==> src/mph_cfg.svh <==
// Offsets, field positions, codes and fixed values of the mode parameter handler
`ifndef MPH_CFG_SVH
`define MPH_CFG_SVH

`define MPH_OFF_CDB0    8'h00
`define MPH_OFF_CDB1    8'h04
`define MPH_OFF_CDB2    8'h08
`define MPH_OFF_CTRL    8'h0C
`define MPH_OFF_STAT    8'h10
`define MPH_OFF_DATA    8'h14
`define MPH_OFF_CNT     8'h18
`define MPH_OFF_UA      8'h1C

`define MPH_OP_SEL6     8'h15
`define MPH_OP_SEL10    8'h55
`define MPH_OP_SENSE6   8'h1A

`define MPH_BIT_PF      4
`define MPH_BIT_SP      0
`define MPH_BIT_DBD     3

`define MPH_PC_CUR      2'h0
`define MPH_PC_CHG      2'h1
`define MPH_PC_DEF      2'h2
`define MPH_PC_SAV      2'h3

`define MPH_PG_ALL      6'h3F
`define MPH_PG_CODES    {6'h00, 6'h08, 6'h02}
`define MPH_PG_PLEN     8'h02
`define MPH_DEF_PARAMS  {8'h00, 8'h00, 8'h10, 8'h04, 8'h20, 8'h80}
`define MPH_CHG_MASK    {8'hFF, 8'hFF, 8'h00, 8'h0F, 8'hFF, 8'h3F}
`define MPH_RND_MAX     8'h40
`define MPH_BLK_LEN     24'h000200

`define MPH_HDR6_LEN    16'h0004
`define MPH_HDR10_LEN   16'h0008
`define MPH_BD_LEN      16'h0008
`define MPH_ALL_LEN     16'h000C
`define MPH_ONE_LEN     16'h0004
`define MPH_SENSE6_MAX  16'h0100

`define MPH_SK_NOT_RDY  4'h2
`define MPH_SK_ILLEGAL  4'h5
`define MPH_SK_UA       4'h6
`define MPH_ASC_NOT_RDY 8'h04
`define MPH_ASC_LEN_ERR 8'h1A
`define MPH_ASC_INV_CDB 8'h24
`define MPH_ASC_INV_PRM 8'h26
`define MPH_ASC_CHANGED 8'h2A
`define MPH_ASCQ_CHG    8'h01
`define MPH_ASC_SAVE_NS 8'h39

`define MPH_RESP_OKAY   2'h0
`define MPH_RESP_SLVERR 2'h2

`endif

==> src/mph_pkg.sv <==
// Types of the mode parameter handler
package mph_pkg;

  typedef logic [2:0][1:0][7:0] mph_pages_t;

  typedef enum logic [1:0] {
    MPH_IDLE = 2'b00,
    MPH_DOUT = 2'b01,
    MPH_DIN  = 2'b10
  } mph_state_e;

  typedef enum logic [1:0] {
    MPH_SEG_HDR  = 2'b00,
    MPH_SEG_BD   = 2'b01,
    MPH_SEG_PAGE = 2'b10,
    MPH_SEG_VEND = 2'b11
  } mph_seg_e;

  typedef struct packed {
    logic       check;
    logic [3:0] key;
    logic [7:0] asc;
    logic [7:0] ascq;
  } mph_sense_s;

  typedef struct packed {
    mph_state_e      state;
    logic [9:0][7:0] cdb;
    logic [2:0]      init;
    logic [7:0]      ua;
    mph_sense_s      sense;
    logic            sel_done;
    mph_pages_t      cur;
    mph_pages_t      saved;
    mph_pages_t      shadow;
    mph_seg_e        seg;
    logic [3:0]      off;
    logic [15:0]     bdl;
    logic [15:0]     len;
    logic [15:0]     cnt;
    logic            err;
    logic            is10;
    logic            pf;
    logic            sp;
    logic            dbd;
    logic            all;
    logic [1:0]      pc;
    logic [1:0]      slot;
    logic [8:0]      total;
    logic            aw_hold;
    logic [7:0]      awaddr;
    logic            w_hold;
    logic [31:0]     wdata;
    logic [3:0]      wstrb;
    logic            bvalid;
    logic [1:0]      bresp;
    logic            rvalid;
    logic [31:0]     rdata;
    logic [1:0]      rresp;
  } mph_st_s;

endpackage

==> src/mph_mode_param_handler.sv <==
// Mode select / mode sense command handler behind an AXI4-Lite slave
//
// Register access over AXI4-Lite and the register offsets were chosen for this implementation.
`timescale 1ns/1ps
`default_nettype none
`include "mph_cfg.svh"

module mph_mode_param_handler
  import mph_pkg::*;
#(
  parameter int unsigned ADDR_W    = 8,
  parameter bit          SAVE_IMPL = 1'b1
) (
  input  wire logic              aclk,
  input  wire logic              aresetn,
  input  wire logic              s_axi_awvalid,
  output logic                   s_axi_awready,
  input  wire logic [ADDR_W-1:0] s_axi_awaddr,
  input  wire logic              s_axi_wvalid,
  output logic                   s_axi_wready,
  input  wire logic [31:0]       s_axi_wdata,
  input  wire logic [3:0]        s_axi_wstrb,
  output logic                   s_axi_bvalid,
  input  wire logic              s_axi_bready,
  output logic [1:0]             s_axi_bresp,
  input  wire logic              s_axi_arvalid,
  output logic                   s_axi_arready,
  input  wire logic [ADDR_W-1:0] s_axi_araddr,
  output logic                   s_axi_rvalid,
  input  wire logic              s_axi_rready,
  output logic [31:0]            s_axi_rdata,
  output logic [1:0]             s_axi_rresp,
  input  wire logic              unit_not_ready,
  output logic                   cmd_busy
);

  localparam logic [17:0] PG_CODES = `MPH_PG_CODES;
  localparam mph_pages_t  DEF_VAL  = `MPH_DEF_PARAMS;
  localparam mph_pages_t  CHG_MSK  = `MPH_CHG_MASK;

  mph_st_s    st_q;
  mph_st_s    st_d;
  mph_pages_t eff_cur;
  mph_pages_t pcv;
  logic [7:0] rb;
  logic [15:0] bdlen;
  logic [15:0] pr;
  logic [15:0] bi;
  logic [1:0]  rs;

  // Returns {hit, slot} for a page code
  function automatic logic [2:0] find_pg(input logic [5:0] code);
    find_pg = 3'h0;
    for (int i = 0; i < 3; i++) begin
      if (PG_CODES[6*i +: 6] == code) begin
        find_pg = {1'b1, 2'(i)};
      end
    end
  endfunction

  // One shared set serves every initiator, including a third party
  always_comb begin
    if (st_q.sel_done) begin
      eff_cur = st_q.cur;
    end else if (SAVE_IMPL) begin
      eff_cur = st_q.saved;
    end else begin
      eff_cur = DEF_VAL;
    end
    unique case (st_q.pc)
      `MPH_PC_CUR: pcv = eff_cur;
      `MPH_PC_CHG: pcv = CHG_MSK;
      `MPH_PC_DEF: pcv = DEF_VAL;
      `MPH_PC_SAV: pcv = st_q.saved;
    endcase
  end

  // Next sense data byte at position cnt
  always_comb begin
    rb    = 8'h00;
    bdlen = st_q.dbd ? 16'h0000 : `MPH_BD_LEN;
    pr    = 16'h0000;
    bi    = 16'h0000;
    rs    = st_q.slot;
    if (st_q.cnt < `MPH_HDR6_LEN) begin
      if (st_q.cnt[1:0] == 2'h0) begin
        rb = st_q.total[7:0] - 8'h01;
      end else if (st_q.cnt[1:0] == 2'h3) begin
        rb = bdlen[7:0];
      end
    end else if (st_q.cnt < `MPH_HDR6_LEN + bdlen) begin
      bi = st_q.cnt - `MPH_HDR6_LEN;
      if (bi[2:0] == 3'h5) begin
        rb = 8'(`MPH_BLK_LEN >> 16);
      end else if (bi[2:0] == 3'h6) begin
        rb = 8'(`MPH_BLK_LEN >> 8);
      end else if (bi[2:0] == 3'h7) begin
        rb = 8'(`MPH_BLK_LEN);
      end
    end else begin
      pr = st_q.cnt - `MPH_HDR6_LEN - bdlen;
      if (st_q.all) begin
        rs = pr[3:2];
      end
      unique case (pr[1:0])
        2'h0: rb = {SAVE_IMPL, 1'b0, PG_CODES[6*rs +: 6]};
        2'h1: rb = `MPH_PG_PLEN;
        2'h2: rb = pcv[rs][0];
        2'h3: rb = pcv[rs][1];
      endcase
    end
  end

  always_comb begin
    logic        wr_fire;
    logic        go;
    logic        bad;
    logic        fin;
    logic        trunc;
    logic [7:0]  b;
    logic [7:0]  v;
    logic [7:0]  op;
    logic [7:0]  ua_set;
    logic [7:0]  ua_clr;
    logic [7:0]  ua_me;
    logic [2:0]  f;
    logic [15:0] hl;
    logic [15:0] tot;
    int          base;
    st_d    = st_q;
    wr_fire = st_q.aw_hold & st_q.w_hold & ~st_q.bvalid;
    go      = 1'b0;
    bad     = 1'b0;
    fin     = 1'b0;
    trunc   = 1'b0;
    b       = st_q.wdata[7:0];
    v       = 8'h00;
    op      = st_q.cdb[0];
    ua_set  = 8'h00;
    ua_clr  = 8'h00;
    ua_me   = 8'h01 << st_q.init;
    f       = 3'h0;
    hl      = st_q.is10 ? `MPH_HDR10_LEN : `MPH_HDR6_LEN;
    tot     = 16'h0000;
    base    = 0;

    if (s_axi_awvalid && !st_q.aw_hold) begin
      st_d.aw_hold = 1'b1;
      st_d.awaddr  = s_axi_awaddr[7:0];
    end
    if (s_axi_wvalid && !st_q.w_hold) begin
      st_d.w_hold = 1'b1;
      st_d.wdata  = s_axi_wdata;
      st_d.wstrb  = s_axi_wstrb;
    end
    if (st_q.bvalid && s_axi_bready) begin
      st_d.bvalid = 1'b0;
    end
    if (st_q.rvalid && s_axi_rready) begin
      st_d.rvalid = 1'b0;
    end

    // Register write, one per response
    if (wr_fire) begin
      st_d.aw_hold = 1'b0;
      st_d.w_hold  = 1'b0;
      st_d.bvalid  = 1'b1;
      st_d.bresp   = `MPH_RESP_OKAY;
      unique case (st_q.awaddr)
        `MPH_OFF_CDB0, `MPH_OFF_CDB1, `MPH_OFF_CDB2: begin
          base = int'(st_q.awaddr);
          for (int i = 0; i < 4; i++) begin
            if (st_q.wstrb[i] && base + i < 10) begin
              st_d.cdb[base+i] = st_q.wdata[8*i +: 8];
            end
          end
        end
        `MPH_OFF_CTRL: begin
          if (st_q.wdata[0] && st_q.state == MPH_IDLE) begin
            go          = 1'b1;
            st_d.init   = st_q.wdata[10:8];
            ua_me       = 8'h01 << st_q.wdata[10:8];
          end
        end
        `MPH_OFF_DATA: begin
          fin = st_q.state == MPH_DOUT && st_q.wstrb[0];
        end
        `MPH_OFF_UA:   ua_clr = st_q.wdata[7:0];
        `MPH_OFF_STAT, `MPH_OFF_CNT: ;
        default:       st_d.bresp = `MPH_RESP_SLVERR;
      endcase
    end

    // Register read; a data read pops one sense byte
    if (s_axi_arvalid && !st_q.rvalid) begin
      st_d.rvalid = 1'b1;
      st_d.rresp  = `MPH_RESP_OKAY;
      st_d.rdata  = 32'h0000_0000;
      unique case (s_axi_araddr[7:0])
        `MPH_OFF_CDB0: st_d.rdata = {st_q.cdb[3], st_q.cdb[2], st_q.cdb[1], st_q.cdb[0]};
        `MPH_OFF_CDB1: st_d.rdata = {st_q.cdb[7], st_q.cdb[6], st_q.cdb[5], st_q.cdb[4]};
        `MPH_OFF_CDB2: st_d.rdata = {16'h0000, st_q.cdb[9], st_q.cdb[8]};
        `MPH_OFF_CTRL: st_d.rdata = {21'h000000, st_q.init, 8'h00};
        `MPH_OFF_STAT: begin
          st_d.rdata = {st_q.sense.ascq, st_q.sense.asc, 4'h0, st_q.sense.key,
                        4'h0, st_q.sense.check, 1'b0, st_q.state};
        end
        `MPH_OFF_DATA: begin
          if (st_q.state == MPH_DIN) begin
            st_d.rdata = {24'h000000, rb};
            st_d.cnt   = st_q.cnt + 16'h0001;
            if (st_q.cnt + 16'h0001 == st_q.len) begin
              st_d.state = MPH_IDLE;
            end
          end
        end
        `MPH_OFF_CNT:  st_d.rdata = {16'h0000, st_q.len - st_q.cnt};
        `MPH_OFF_UA:   st_d.rdata = {24'h000000, st_q.ua};
        default:       st_d.rresp = `MPH_RESP_SLVERR;
      endcase
    end

    // Command start
    if (go) begin
      st_d.sense = '0;
      st_d.cnt   = 16'h0000;
      // A refused command leaves no bytes to move, except a select refused for SP, which keeps its list length in len
      st_d.len   = 16'h0000;
      st_d.is10  = op == `MPH_OP_SEL10;
      st_d.pf    = st_q.cdb[1][`MPH_BIT_PF];
      st_d.sp    = st_q.cdb[1][`MPH_BIT_SP];
      st_d.dbd   = st_q.cdb[1][`MPH_BIT_DBD];
      st_d.pc    = st_q.cdb[2][7:6];
      f          = find_pg(st_q.cdb[2][5:0]);
      st_d.slot  = f[1:0];
      st_d.all   = st_q.cdb[2][5:0] == `MPH_PG_ALL;
      if ((st_q.ua & ua_me) != 8'h00) begin
        st_d.sense = '{1'b1, `MPH_SK_UA, `MPH_ASC_CHANGED, `MPH_ASCQ_CHG};
        ua_clr     = ua_clr | ua_me;
      end else if (unit_not_ready &&
                   !(op == `MPH_OP_SENSE6 && st_d.pc == `MPH_PC_DEF)) begin
        st_d.sense = '{1'b1, `MPH_SK_NOT_RDY, `MPH_ASC_NOT_RDY, 8'h00};
      end else if (op == `MPH_OP_SEL6 || op == `MPH_OP_SEL10) begin
        st_d.len = st_d.is10 ? {st_q.cdb[7], st_q.cdb[8]}
                             : {8'h00, st_q.cdb[4]};
        if (st_d.sp && !SAVE_IMPL) begin
          st_d.sense = '{1'b1, `MPH_SK_ILLEGAL, `MPH_ASC_INV_CDB, 8'h00};
        end else if (st_d.len != 16'h0000) begin
          st_d.state  = MPH_DOUT;
          st_d.seg    = MPH_SEG_HDR;
          st_d.off    = 4'h0;
          st_d.bdl    = 16'h0000;
          st_d.err    = 1'b0;
          st_d.shadow = eff_cur;
        end
      end else if (op == `MPH_OP_SENSE6) begin
        tot = `MPH_HDR6_LEN + (st_d.dbd ? 16'h0000 : `MPH_BD_LEN) +
              (st_d.all ? `MPH_ALL_LEN : `MPH_ONE_LEN);
        st_d.total = tot[8:0];
        if (!st_d.all && !f[2]) begin
          st_d.sense = '{1'b1, `MPH_SK_ILLEGAL, `MPH_ASC_INV_CDB, 8'h00};
        end else if (st_d.pc == `MPH_PC_SAV && !SAVE_IMPL) begin
          st_d.sense = '{1'b1, `MPH_SK_ILLEGAL, `MPH_ASC_SAVE_NS, 8'h00};
        end else if (tot > `MPH_SENSE6_MAX) begin
          st_d.sense = '{1'b1, `MPH_SK_ILLEGAL, `MPH_ASC_INV_CDB, 8'h00};
        end else if (st_q.cdb[4] != 8'h00) begin
          st_d.len   = {8'h00, st_q.cdb[4]} < tot ? {8'h00, st_q.cdb[4]} : tot;
          st_d.state = MPH_DIN;
        end
      end else begin
        st_d.sense = '{1'b1, `MPH_SK_ILLEGAL, `MPH_ASC_INV_CDB, 8'h00};
      end
    end

    // One parameter list byte
    if (fin) begin
      st_d.off = st_q.off + 4'h1;
      unique case (st_q.seg)
        MPH_SEG_HDR: begin
          if (!st_q.is10) begin
            bad = (st_q.off < 4'h2) && b != 8'h00;
            if (st_q.off == 4'h3) begin
              st_d.bdl = {8'h00, b};
            end
          end else begin
            bad = (st_q.off < 4'h3 || st_q.off == 4'h4 || st_q.off == 4'h5)
                  && b != 8'h00;
            if (st_q.off == 4'h6) begin
              st_d.bdl[15:8] = b;
            end
            if (st_q.off == 4'h7) begin
              st_d.bdl[7:0] = b;
            end
          end
          if ({12'h000, st_q.off} == hl - 16'h0001) begin
            st_d.off = 4'h0;
            if (st_d.bdl == `MPH_BD_LEN) begin
              st_d.seg = MPH_SEG_BD;
            end else begin
              bad      = bad | (st_d.bdl != 16'h0000);
              st_d.seg = st_q.pf && st_d.bdl == 16'h0000 ? MPH_SEG_PAGE
                                                           : MPH_SEG_VEND;
            end
          end
        end
        MPH_SEG_BD: begin
          unique case (st_q.off)
            4'h0, 4'h4: bad = b != 8'h00;
            4'h5:       bad = b != 8'(`MPH_BLK_LEN >> 16);
            4'h6:       bad = b != 8'(`MPH_BLK_LEN >> 8);
            4'h7:       bad = b != 8'(`MPH_BLK_LEN);
            default:    bad = 1'b0;
          endcase
          if (st_q.off == 4'h7) begin
            st_d.off = 4'h0;
            st_d.seg = st_q.pf ? MPH_SEG_PAGE : MPH_SEG_VEND;
          end
        end
        MPH_SEG_PAGE: begin
          if (st_q.off == 4'h0) begin
            f         = find_pg(b[5:0]);
            st_d.slot = f[1:0];
            bad       = b[7:6] != 2'h0 || !f[2];
          end else if (st_q.off == 4'h1) begin
            bad = b != `MPH_PG_PLEN;
          end else begin
            v = b;
            if (st_q.slot == 2'h0 && st_q.off == 4'h3 && b > `MPH_RND_MAX) begin
              v = `MPH_RND_MAX;
            end
            bad = ((v ^ eff_cur[st_q.slot][st_q.off[0]]) &
                   ~CHG_MSK[st_q.slot][st_q.off[0]]) != 8'h00;
            st_d.shadow[st_q.slot][st_q.off[0]] = v;
            if (st_q.off == 4'h3) begin
              st_d.off = 4'h0;
            end
          end
        end
        MPH_SEG_VEND: st_d.off = 4'h0;
      endcase
      st_d.err = st_q.err | bad;
      st_d.cnt = st_q.cnt + 16'h0001;
      if (st_q.cnt + 16'h0001 == st_q.len) begin
        st_d.state = MPH_IDLE;
        trunc = st_d.seg == MPH_SEG_HDR || st_d.seg == MPH_SEG_BD ||
                (st_d.seg == MPH_SEG_PAGE && st_d.off != 4'h0);
        if (trunc) begin
          st_d.sense = '{1'b1, `MPH_SK_ILLEGAL, `MPH_ASC_LEN_ERR, 8'h00};
        end else if (st_d.err) begin
          st_d.sense = '{1'b1, `MPH_SK_ILLEGAL, `MPH_ASC_INV_PRM, 8'h00};
        end else begin
          // Only received values change; no derived side effects are applied
          st_d.cur      = st_d.shadow;
          st_d.sel_done = 1'b1;
          if (st_q.sp) begin
            st_d.saved = st_d.shadow;
          end
          if (st_d.shadow != eff_cur) begin
            ua_set = ~ua_me;
          end
        end
      end
    end

    // A new attention wins over a clear in the same cycle
    st_d.ua = (st_q.ua & ~ua_clr) | ua_set;
  end

  always_ff @(posedge aclk) begin
    if (!aresetn) begin
      st_q       <= '0;
      st_q.saved <= DEF_VAL;
    end else begin
      st_q <= st_d;
    end
  end

  assign s_axi_awready = ~st_q.aw_hold;
  assign s_axi_wready  = ~st_q.w_hold;
  assign s_axi_bvalid  = st_q.bvalid;
  assign s_axi_bresp   = st_q.bresp;
  assign s_axi_arready = ~st_q.rvalid;
  assign s_axi_rvalid  = st_q.rvalid;
  assign s_axi_rdata   = st_q.rdata;
  assign s_axi_rresp   = st_q.rresp;
  assign cmd_busy      = st_q.state != MPH_IDLE;

endmodule

`default_nettype wire

==> config.mk <==
export PLATFORM = sky130hd
export DESIGN_NAME = mph_mode_param_handler
export DESIGN_NICKNAME = d
export VERILOG_FILES = /design/src/mph_pkg.sv /design/src/mph_mode_param_handler.sv
export VERILOG_INCLUDE_DIRS = /design/src
export SDC_FILE = /design/constraint.sdc
export NUM_CORES = 1
export LEC_CHECK = 0
export BUFFER_PORTS_ARGS = -buffer_cell sky130_fd_sc_hd__buf_2
export CORE_MARGIN = 4
export CORE_UTILIZATION = 49
export DETAILED_ROUTE_END_ITERATION = 8
export GPL_TIMING_DRIVEN = 0
export PLACE_DENSITY_LB_ADDON = 0.05
export REMOVE_ABC_BUFFERS = 1
export SLEW_MARGIN = 25
export SYNTH_ARGS = -nofsm -noshare
export SYNTH_HDL_FRONTEND = slang
export SYNTH_SLANG_ARGS = --single-unit
==> constraint.sdc <==
create_clock -name aclk -period 6.65 [get_ports aclk]
set_clock_uncertainty 0.05 [all_clocks]
set_input_delay 1.33 -clock aclk [delete_from_list [all_inputs] [get_ports aclk]]
set_output_delay 1.33 -clock aclk [all_outputs]
set_load 0.02 [all_outputs]
==> run metrics <==
# fillers roughly 5,200; crit path kind flip-flop to flip-flop; Peak Freq ~160 MHz; post-synthesis sequential area ratio 0.3001; Die H 243.4 um; largest net degree at the start of global routing about 110; vias per std cell around 6.7; Final Cycle Share 0.9359; CTS tree yes; Syn Area/Cell roughly 8 um2; core area about 55,000 um2; Remaining Overflow, GRT 0; Tightest Pin Transition 1259 ps; routability-driven placement congestion ratio between 0.9 and 1; EDFF count, synth 0; 1st-iter DRT viols around 3,600; Reg clk slew, reported paths about 60 ps; Worst setup EP type flip-flop; asr flop ratio synth 0; met3 usage 0.08816; chip width approximately 240 um; most frequent cells in the layout nand2_1, dfxtp_1, nor2_1, a21oi_1, o21ai_0; Hold Slack 402.3 ps; synthesized area approximately 27,000 um2; CTS Buf Count roughly 50; post_cts resized 0; Util after Layout 0.5411; number of global-route vias before repair 25,880; row cnt 86; Synthesis Warnings 0; DRT Wirelength between 100,000 and 150,000 um; min-delay worst type flip-flop to flip-flop; final cell count without fillers 4,163; global-route wire length before repair 161,200 um; Detailed Routing Iterations Pass 1 9; max cap viols 0; pwr/cell area roughly 200 nW/um2; Synth Flop Type dfxtp_1; vias 27,830; drt wl/cell approximately 26 um; Tmin final about 6200 ps; Max rail drop VDD roughly 190 uV; met2 Track Usage GR 0.5083; Final Max Tran Viols 0; worst skew pair latency roughly 630 ps; hold_buf cts 0; Port Buffer Count just under 100; CTS root buf clkbuf_16; H-tree Lvls 2; postcts setup bufs 0; Final Net Count between 3,000 and 4,000; Unique masters post-synth just over 90; TNS Setup 0 ps; crit path DAT 6660 ps; die area between 50,000 and 60,000 um2; Worst setup SP type flip-flop; Storage cell area 8168 um2; gr busiest metal met2; antenna viol nets, final 0; IO Pins approximately 100; CP max FO 32; Syn Inst Count 3,491; clk buf depth 3; Leakage Power roughly 11 nW; total global-route track usage 0.3453; commonest non-fill, non-tap cell in the layout nand2_1; slew margin rel. 0.1541; RSZ-0062 raised after global routing false; post-detail-place hpwl ~75,000 um; Critical Path RT roughly 7100 ps; placed insts between 4,000 and 5,000; area grow syn2layout 9.590%; register bit count reported by yosys between 400 and 500; met1 usage 0.4825; Multi-input gate area about 18,000 um2; Initial Utilization 0.4938; status complete, no violations; final setup fails 0; DR DRC count 0; Hold Fails Final Rpt 0; Clock Sinks just over 400; share of layout cells above drive strength 1 0.1453; initial antenna violation count 1
==> power by group <==
group          switching, mW  total (mW)  leakage [nW]  internal [mW]
Combinational          0.273       0.410          6.97          0.137
Sequential             0.117        2.59          3.30           2.48
Clock                   1.20        2.80         0.816           1.60
Total                   1.59        5.80          11.1           4.21
==> metrics by stage <==
step	setup WS (ps)	area (um2)	power [mW]
after floorplan	-519.7	25690	2.812
after global placement	-7224	27120	3.017
after detailed placement	566.7	28060	3.040
after CTS	550.1	29730	5.806
after global routing	199.5	29750	5.954
final	426.0	29750	5.803
==> sequential cells by signal, indices dropped and copies added, names as in the netlist <==
signal	count
st_q	371
s_axi_rdata	32
s_axi_bresp	1
s_axi_bvalid	1
s_axi_rresp	1
s_axi_rvalid	1
==> synthesized netlist by cell type, types with 18 or more instances <==
master	count	share of area
nand2_1	425	0.059
dfxtp_1	407	0.30
nor2_1	354	0.049
a21oi_1	267	0.049
o21ai_0	249	0.046
clkbuf_1	234	0.032
mux2i_1	171	0.063
mux2_2	146	0.061
nand3_1	128	0.024
xnor2_1	83	0.027
a211oi_1	81	0.022
nor3_1	52	0.0096
o211ai_1	51	0.014
inv_1	49	0.0068
buf_4	41	0.011
xor2_1	41	0.013
ha_1	38	0.018
a221oi_1	36	0.012
a31oi_1	35	0.0081
o22ai_1	33	0.0076
a22oi_1	32	0.0088
nand4_1	30	0.0069
and2_1	29	0.0067
or3_1	29	0.0067
and3_1	28	0.0065
a211o_1	27	0.0087
buf_1	27	0.0037
nor4_1	27	0.0062
a222oi_1	23	0.0085
o211a_1	22	0.0081
buf_2	18	0.0033
==> cell type report <==
| cell class | count | share of cell area |
|---|---|---|
| Antenna cell | 1 | 0.00008410 |
| Clock buffer | 66 | 0.04807 |
| Clock inverter | 25 | 0.007948 |
| Inverter | 51 | 0.006686 |
| Multi-Input combinational cell | 2705 | 0.5891 |
| Sequential cell | 407 | 0.2745 |
| Tap cell | 748 | 0.03146 |
| Timing Repair Buffer | 160 | 0.04214 |
==> metal layers <==
metal	share of wire	vias up
met3	0.11	349
met2	0.41	1692
li1	-	12450
met5	0.00011	-
met1	0.43	13340
met4	0.048	2
==> cells by family (layout without fill, tap and decap cells) <==
logic type,Yosys count,after routing,synth area share
flip-flops,407,407,0.3001
AND/OR/NAND/NOR,1212,1212,0.2048
XOR/XNOR,125,125,0.04083
other,1,3,0.0001381
buffers and inverters,380,302,0.06106
AO/OA/AOI/OAI,992,992,0.2383
adder cells (fa/ha/maj),40,40,0.01899
multiplexers,334,334,0.1358
==> path summary, 6_finish.rpt <==
kind	from	endpoint	slack, ps	depth (start not counted)
max	st_q[76]	st_q[295]	430	16
min	s_axi_rdata[11]	s_axi_rdata[11]	400	2
max reg2reg	st_q[76]	st_q[295]	430	16
min reg2reg	s_axi_rdata[11]	s_axi_rdata[11]	400	2
==> worst max-delay path: stages (launching register included) <==
cell and delay (ps):
dfxtp_1 400, inv_1 250, ha_1 890, and4b_1 500, and4_2 740, nand2b_4 260
or3_2 890, a31oi_1 310, o21a_1 320, o211ai_1 340, buf_4 280, buf_4 160
buf_4 160, buf_4 170, buf_4 160, nand3_1 70, o21ai_0 110
(Power assumes the default switching activity.)
